### config.mk
export PLATFORM = sky130hd
export DESIGN_NAME = tcs_timer
export DESIGN_NICKNAME = d
export VERILOG_FILES = /design/src/core/tcs_timer.v /design/src/core/tcs_prescale.v
export VERILOG_INCLUDE_DIRS = /design/src /design/src/pkg
export SDC_FILE = /design/constraint.sdc
export NUM_CORES = 1
export LEC_CHECK = 0
export ABC_AREA = 1
export BUFFER_PORTS_ARGS = -buffer_cell sky130_fd_sc_hd__buf_2
export CAP_MARGIN = 20
export CORE_MARGIN = 2
export CORE_UTILIZATION = 51
export CTS_CLUSTER_SIZE = 20
export DETAILED_ROUTE_END_ITERATION = 10
export PLACE_DENSITY = 0.87
export SLEW_MARGIN = 20
export SYNTH_ARGS = -nofsm -noshare
export SYNTH_HDL_FRONTEND = slang
export SYNTH_SLANG_ARGS = --single-unit
### constraint.sdc
create_clock -name pclk -period 1.9 [get_ports pclk]
set_input_delay 0.095 -clock pclk [delete_from_list [all_inputs] [get_ports pclk]]
set_output_delay 0.095 -clock pclk [all_outputs]
set_load 0.01 [all_outputs]
### src/pkg/tcs_regs.vh
// Purpose: register map, field positions, reset values and timing counts of the shared-prescaler timer
// Assumes: apb byte addresses, one 32-bit word per register
// Notes: printed offsets not all multiples of four, so they are indices
`ifndef TCS_REGS_VH
`define TCS_REGS_VH

// register indices as printed, byte address is four times the index
`define TCS_IDX_TIMER_COUNT   8'h01
`define TCS_IDX_INTR_CTRL     8'h0b
`define TCS_IDX_TIMER_CFG     8'h81
// own register: sleep request, watchdog clear strobe, status
`define TCS_IDX_SYS_CTRL      8'h90
`define TCS_IDX_WDOG_STAT     8'h91

// interrupt control fields
`define TCS_IC_MASK_BIT       5
`define TCS_IC_FLAG_BIT       2
// timer configuration fields
`define TCS_CFG_SRC_BIT       5
`define TCS_CFG_EDGE_BIT      4
`define TCS_CFG_ASSIGN_BIT    3
`define TCS_CFG_RATIO_HI      2
// system control fields
`define TCS_SC_SLEEP_BIT      0
`define TCS_SC_WDCLR_BIT      1

// reset values
`define TCS_CFG_RESET         8'hff
`define TCS_IC_RESET          8'h00
`define TCS_CNT_RESET         8'h00

// write hold-off in instruction cycles
`define TCS_WR_HOLD_CYC       2'd2
// last phase index of an instruction cycle (four phase clocks, 0 to 3)
`define TCS_PHASES            2'd3

`endif

### src/core/tcs_timer.v
// Purpose: 8-bit overflow timer/counter with shared prescaler and apb registers
// Assumes: one instruction cycle is four pclk phases; pin inputs synchronous to pclk
// Notes: watchdog itself lives outside; this block drives its clear and takes its tick
//
// The implementer's own choice: the APB interface to the registers.
`timescale 1ns/1ps
`include "tcs_regs.vh"

module tcs_timer (
  // apb
  input  wire        pclk,
  input  wire        presetn,
  input  wire        psel,
  input  wire        penable,
  input  wire        pwrite,
  input  wire [11:0] paddr,
  input  wire [31:0] pwdata,
  output reg  [31:0] prdata,
  output reg         pready,
  output reg         pslverr,
  // pins and system
  input  wire        ext_count_clock_pin,
  input  wire        wdog_tick,
  output reg         overflow_irq_ff,
  output reg         wdog_clear_ff,
  output reg         wdog_tick_out_ff
);

  // phase generator: phase 1 = second, phase 3 = fourth
  reg  [1:0] phase_ff;
  wire       cyc_end;
  wire       ph2;
  wire       ph4;
  assign cyc_end = (phase_ff == `TCS_PHASES);
  assign ph2     = (phase_ff == 2'd1);
  assign ph4     = (phase_ff == 2'd3);

  // registers
  reg  [7:0] timer_count_ff;
  reg  [7:0] cfg_ff;
  reg        overflow_flag_ff;
  reg        overflow_irq_mask_ff;
  reg        sleep_ff;
  reg  [1:0] hold_ff;
  reg        ext_prev_ff;
  reg        sync_a_ff;
  reg        sync_b_ff;
  reg        sync_prev_ff;
  reg        tap_prev_ff;

  wire       prescaler_assign_sel;
  wire [2:0] prescale_ratio_sel;
  wire       src_ext;
  wire       edge_fall;
  assign prescaler_assign_sel = cfg_ff[`TCS_CFG_ASSIGN_BIT];
  assign prescale_ratio_sel   = cfg_ff[`TCS_CFG_RATIO_HI:0];
  assign src_ext              = cfg_ff[`TCS_CFG_SRC_BIT];
  assign edge_fall            = cfg_ff[`TCS_CFG_EDGE_BIT];

  // apb decode
  wire       acc;
  wire       wr;
  wire [9:0] idx;
  wire       hit_cnt;
  wire       hit_ic;
  wire       hit_cfg;
  wire       hit_sc;
  wire       hit_ws;
  wire       mapped;
  assign acc     = psel & penable & ~pready;
  assign wr      = acc & pwrite;
  assign idx     = paddr[11:2];
  assign hit_cnt = (idx == {2'b00, `TCS_IDX_TIMER_COUNT});
  assign hit_ic  = (idx == {2'b00, `TCS_IDX_INTR_CTRL});
  assign hit_cfg = (idx == {2'b00, `TCS_IDX_TIMER_CFG});
  assign hit_sc  = (idx == {2'b00, `TCS_IDX_SYS_CTRL});
  assign hit_ws  = (idx == {2'b00, `TCS_IDX_WDOG_STAT});
  assign mapped  = hit_cnt | hit_ic | hit_cfg | hit_sc | hit_ws;

  wire wr_cnt;
  wire wdclr;
  assign wr_cnt = wr & hit_cnt;
  assign wdclr  = wr & hit_sc & pwdata[`TCS_SC_WDCLR_BIT];

  // external edge detect on selected polarity
  wire ext_edge;
  assign ext_edge = edge_fall ? (ext_prev_ff & ~ext_count_clock_pin)
                              : (~ext_prev_ff & ext_count_clock_pin);

  // prescaler source: watchdog tick when watchdog-assigned, else timer source
  wire pre_adv;
  wire pre_clr;
  wire tap;
  assign pre_adv = prescaler_assign_sel ? wdog_tick
                 : (src_ext ? ext_edge : (cyc_end & ~sleep_ff));
  assign pre_clr = (~prescaler_assign_sel & wr_cnt) | (prescaler_assign_sel & wdclr);

  tcs_prescale u_pre (
    .pclk    (pclk),
    .presetn (presetn),
    .clr     (pre_clr),
    .adv     (pre_adv),
    .ratio   (prescale_ratio_sel),
    .tap     (tap)
  );

  // prescaled tick: rising tap edge, divider runs ahead of sync
  wire tap_rise;
  assign tap_rise = tap & ~tap_prev_ff;

  // external path signal presented to the synchroniser
  wire ext_src_lvl;
  assign ext_src_lvl = prescaler_assign_sel ? (edge_fall ? ~ext_count_clock_pin : ext_count_clock_pin)
                                            : tap;

  // synchronised external rise
  wire sync_rise;
  assign sync_rise = sync_b_ff & ~sync_prev_ff;

  // count enable selection
  reg inc;
  always @* begin
    inc = 1'b0;
    if (src_ext)
      inc = sync_rise & cyc_end;
    else if (prescaler_assign_sel)
      inc = cyc_end;
    else
      inc = tap_rise;
  end

  wire count_go;
  assign count_go = inc & ~sleep_ff & (hold_ff == 2'd0);

  // latch of pending synchronised edge until cycle end
  reg sync_pend_ff;
  wire sync_hit;
  assign sync_hit = sync_rise | sync_pend_ff;

  always @(posedge pclk or negedge presetn) begin
    if (!presetn) begin
      phase_ff         <= 2'd0;
      timer_count_ff   <= `TCS_CNT_RESET;
      cfg_ff           <= `TCS_CFG_RESET;
      overflow_flag_ff <= 1'b0;
      overflow_irq_mask_ff <= 1'b0;
      sleep_ff         <= 1'b0;
      hold_ff          <= 2'd0;
      ext_prev_ff      <= 1'b0;
      sync_a_ff        <= 1'b0;
      sync_b_ff        <= 1'b0;
      sync_prev_ff     <= 1'b0;
      sync_pend_ff     <= 1'b0;
      tap_prev_ff      <= 1'b0;
      overflow_irq_ff  <= 1'b0;
      wdog_clear_ff    <= 1'b0;
      wdog_tick_out_ff <= 1'b0;
      prdata           <= 32'h0000_0000;
      pready           <= 1'b0;
      pslverr          <= 1'b0;
    end else begin
      phase_ff    <= phase_ff + 2'd1;
      ext_prev_ff <= ext_count_clock_pin;
      tap_prev_ff <= tap;
      // two-stage sample on second then fourth phase
      if (ph2)
        sync_a_ff <= ext_src_lvl;
      if (ph4)
        sync_b_ff <= sync_a_ff;
      sync_prev_ff <= sync_b_ff;
      if (sync_rise & ~cyc_end)
        sync_pend_ff <= 1'b1;
      else if (cyc_end)
        sync_pend_ff <= 1'b0;

      // hold-off after a write counts instruction cycles
      if (wr_cnt)
        hold_ff <= `TCS_WR_HOLD_CYC;
      else if (cyc_end && hold_ff != 2'd0)
        hold_ff <= hold_ff - 2'd1;

      // counter and overflow
      if (wr_cnt)
        timer_count_ff <= pwdata[7:0];
      else if ((src_ext ? (sync_hit & cyc_end) : inc) && !sleep_ff && hold_ff == 2'd0) begin
        timer_count_ff <= timer_count_ff + 8'h01;
      end

      // set wins over software clear
      if (!wr_cnt && count_go | (src_ext & sync_hit & cyc_end & ~sleep_ff & hold_ff == 2'd0)
          && timer_count_ff == 8'hff)
        overflow_flag_ff <= 1'b1;
      else if (wr & hit_ic)
        overflow_flag_ff <= pwdata[`TCS_IC_FLAG_BIT];

      if (wr & hit_ic)
        overflow_irq_mask_ff <= pwdata[`TCS_IC_MASK_BIT];
      if (wr & hit_cfg)
        cfg_ff <= pwdata[7:0];
      if (wr & hit_sc)
        sleep_ff <= pwdata[`TCS_SC_SLEEP_BIT];

      overflow_irq_ff  <= overflow_flag_ff & overflow_irq_mask_ff & ~sleep_ff;
      wdog_clear_ff    <= wdclr;
      // watchdog sees prescaled tick or raw tick
      wdog_tick_out_ff <= prescaler_assign_sel ? tap_rise : wdog_tick;

      // apb: one wait state, answer on second access cycle
      pready  <= acc;
      pslverr <= acc & ~mapped;
      if (acc & ~pwrite) begin
        case (1'b1)
          hit_cnt: prdata <= {24'h000000, timer_count_ff};
          hit_ic:  prdata <= {26'h0000000, overflow_irq_mask_ff, 2'b00, overflow_flag_ff, 2'b00};
          hit_cfg: prdata <= {24'h000000, cfg_ff};
          hit_sc:  prdata <= {31'h00000000, sleep_ff};
          hit_ws:  prdata <= {29'h00000000, overflow_irq_ff, hold_ff};
          default: prdata <= 32'h0000_0000;
        endcase
      end else if (acc)
        prdata <= 32'h0000_0000;
    end
  end

endmodule // tcs_timer

### src/core/tcs_prescale.v
// Purpose: single 8-bit prescale counter shared by timer and watchdog
// Assumes: clear and advance are one-cycle pulses on pclk
// Notes: no software access path to the count
`timescale 1ns/1ps
`include "tcs_regs.vh"

module tcs_prescale (
  // clock and reset
  input  wire       pclk,
  input  wire       presetn,
  // control
  input  wire       clr,
  input  wire       adv,
  input  wire [2:0] ratio,
  // output
  output wire       tap
);

  reg  [7:0] pre_ff;
  wire [7:0] nxt_pre;

  // one counter only, cleared on request
  assign nxt_pre = clr ? 8'h00 : (adv ? pre_ff + 8'h01 : pre_ff);

  always @(posedge pclk or negedge presetn) begin
    if (!presetn)
      pre_ff <= 8'h00;
    else
      pre_ff <= nxt_pre;
  end

  // ratio 000 selects bit 0 (1:2) up to bit 7 (1:256)
  assign tap = pre_ff[ratio];

endmodule // tcs_prescale

==> metrics.txt <==
hold wc startpoint pwdata[6]; Port Buffer Count 37; vias in the first global route 2269; Remaining DRCs 0; ant diodes 0; main combinational cell family by area after synthesis simple AND/OR/NAND/NOR gates; Worst Path Required 2.10 ns; IO Pins 88; met3 GRT Util 0.0444; Final Max Slew Viols 0; routed wire length 6120 um; post-CTS resize count 0; worst hold margin 0.0171 ns; Syn Area/Cell 8.13 um^2; setup_tns 0 ns; clk_lat worst skew 0.31 ns; Startpoint Class flip-flop; Die X 81.2 um; largest net degree at the start of global routing 51; RSZ-0062 raised after global routing no; Cell Area, Placed 0.00321 mm^2; final hold viol count 0; crit share post-route 0.908; flop2flop setup slack 0.17 ns; first-pass GRT wire length 10000 um; CP max FO 10; total core area 0.00585 mm^2; r2r startpoint cfg_ff[0]; root buf cell clkbuf_8; grt peak-use layer met2; Async SR Flop Fraction 1.00; Die Area 0.00660 mm^2; post-synthesis adder-cell area fraction 0.0206; Placement Setup Slack 0.208 ns; Critical Path End Type flip-flop; Max Fclk 580 MHz; Unique masters post-synth 39; GRT Overall Usage 0.198; PwrDens 785 mW/mm^2; Slew Limit Headroom 0.588; Reg clk slew, reported paths 0.09 ns; mux contribution to synthesized area 0.00329; leak pwr 1.72 nW; ys flop type dfrtp_1; final instance area 0.00331 mm^2; Worst R2R End timer_count_ff[2]; drt pass-1 iters 5; Final Non-Filler Cells 492; total CTS buffers 5; Placed Cells 483; met1 Resource Use GR 0.259; Rows 28; CP Data Arrival Time 1.92 ns; crit path kind reg -> reg; xor/xnor share of the synthesized area 0.0259; GPL Wtd Cong 0.844; Die Height 81.2 um; Worst-Margin Slew 0.619 ns; post-route setup slack 0.174 ns; VDD IR-drop max 0.318 mV; Final Setup Violations 0; cell count after synthesis 374; total chip power 2.60 mW; Initial Util 0.520; outcome complete, no violations; final antenna-violating net count 0; global route overflow 0; TritonCTS clock tree yes; H-tree depth 2; Post-synth EDFFs 0; drt first-iter violations 153; number of synthesized register bits 50; Worst Skew 0.00690 ns; fraction of layout cells with a size suffix above 1 0.209; synthesized area 0.00304 mm^2; nets 473; sink of the worst hold path cfg_ff[6]; Syn-to-layout area delta 8.72%; GR Layer Usage met2 0.326; via/cell ratio 5.10; post-synthesis compound-gate area fraction 0.111; post-layout utilization of the core 0.565; sequential fraction of the synthesis area 0.415; clock buffer depth 2; Post-DP HPWL 4640 um; Avg WL per Cell 12.4 um; Final min period 1.73 ns; Yosys Warn Count 0; max-cap violations 0; R2R depth 13; Synth Area in Simple Gates 0.285; # fillers 510; Hold Path Class in -> reg; vias after detailed routing 2510; initial antenna violation count 0; Worst Hold Path Cells 3; clock sink count 50
## state kept, by name, summed over array words and instances, names as in the netlist, 2 cells and up
signal	count
cfg_ff	8
prdata	8
timer_count_ff	8
u_pre.pre_ff	8
hold_ff	2
phase_ff	2
## power by group
group	switching, mW	internal (mW)	total (mW)	leakage, nW
Clock	0.335	0.254	0.589	0.0383
Sequential	0.163	1.22	1.38	0.615
Combinational	0.381	0.244	0.625	1.07
Total	0.878	1.72	2.60	1.72
## synthesized netlist by cell type, types with 4 or more instances
| cell type | count | area (um^2) |
|---|---|---|
| inv_1 | 48 | 180 |
| o22ai_1 | 4 | 25.0 |
| inv_2 | 6 | 22.5 |
| o21ai_0 | 19 | 95.1 |
| a21oi_1 | 7 | 35.0 |
| nor2_1 | 22 | 82.6 |
| nand2_1 | 87 | 327 |
| dfrtp_1 | 42 | 1050 |
| nor3_1 | 6 | 30.0 |
| nand3_1 | 29 | 145 |
| dfstp_2 | 8 | 210 |
| buf_4 | 24 | 180 |
| ha_1 | 5 | 62.6 |
| o21ai_2 | 10 | 87.6 |
| nand4_1 | 8 | 50.1 |
| xor2_1 | 9 | 78.8 |
## worst max-delay path: stages, from the launching register on
cell	delay (ns)
dfstp_2	0.61
inv_2	0.07
nand2_1	0.07
nand2_1	0.06
nand2_1	0.06
nand3_1	0.09
nand3_1	0.11
nand2_1	0.06
nand2_1	0.05
nand2_1	0.08
nand2_4	0.14
nand2_4	0.10
nand2_1	0.08
nand2_1	0.05
## cell families after synthesis
logic type               count (synthesis)
other                                    1
adder cells (fa/ha/maj)                  5
flip-flops                              50
multiplexers                             1
AND/OR/NAND/NOR                        173
AO/OA/AOI/OAI                           52
buffers and inverters                   83
XOR/XNOR                                 9
## layout make-up
type                    count  area (um^2)  area share
repair buffers             41          220      0.0666
multi-input cells         264         1450       0.437
flip-flops and latches     50         1260       0.382
well taps                  75         93.8      0.0284
inverters                  55          209      0.0632
clock buffers               7         76.3      0.0231
## timing repair
action	in CTS	in global routing
hold buffers	2	0
hold endpoints to repair	43	0
buffers inserted	0	0
## cell usage in the layout (no fill, tap or decap), types with 4 or more instances in the layout
cell / count
conb_1: 24
o22ai_1: 4
a21oi_1: 7
dfstp_2: 8
nor3_1: 6
inv_2: 6
nand2_1: 87
ha_1: 5
nand4_1: 8
o21ai_2: 10
xor2_1: 9
nand3_1: 29
o21ai_0: 19
clkbuf_8: 5
nor2_1: 22
buf_2: 37
dfrtp_1: 42
inv_1: 48
## metal layers
| layer | vias to the layer above | wire length [um] |
|---|---|---|
| li1 | 1239 | - |
| met2 | 95 | 3000 |
| met4 | 0 | 106 |
| met1 | 1166 | 2630 |
| met5 | - | 0 |
| met3 | 10 | 392 |
## worst max path at each step
stage	from	end	slack, ns	cells after the start
after floorplan	phase_ff[0]	u_pre.pre_ff[3]	0.35	9
after global placement	cfg_ff[0]	timer_count_ff[5]	0.26	13
after detailed placement	cfg_ff[0]	timer_count_ff[2]	0.21	13
after CTS	cfg_ff[0]	timer_count_ff[2]	0.17	13
after global routing	cfg_ff[0]	timer_count_ff[1]	0.004	13
final	cfg_ff[0]	timer_count_ff[2]	0.17	13
No activity file was read; power rests on OpenSTA's default activity.
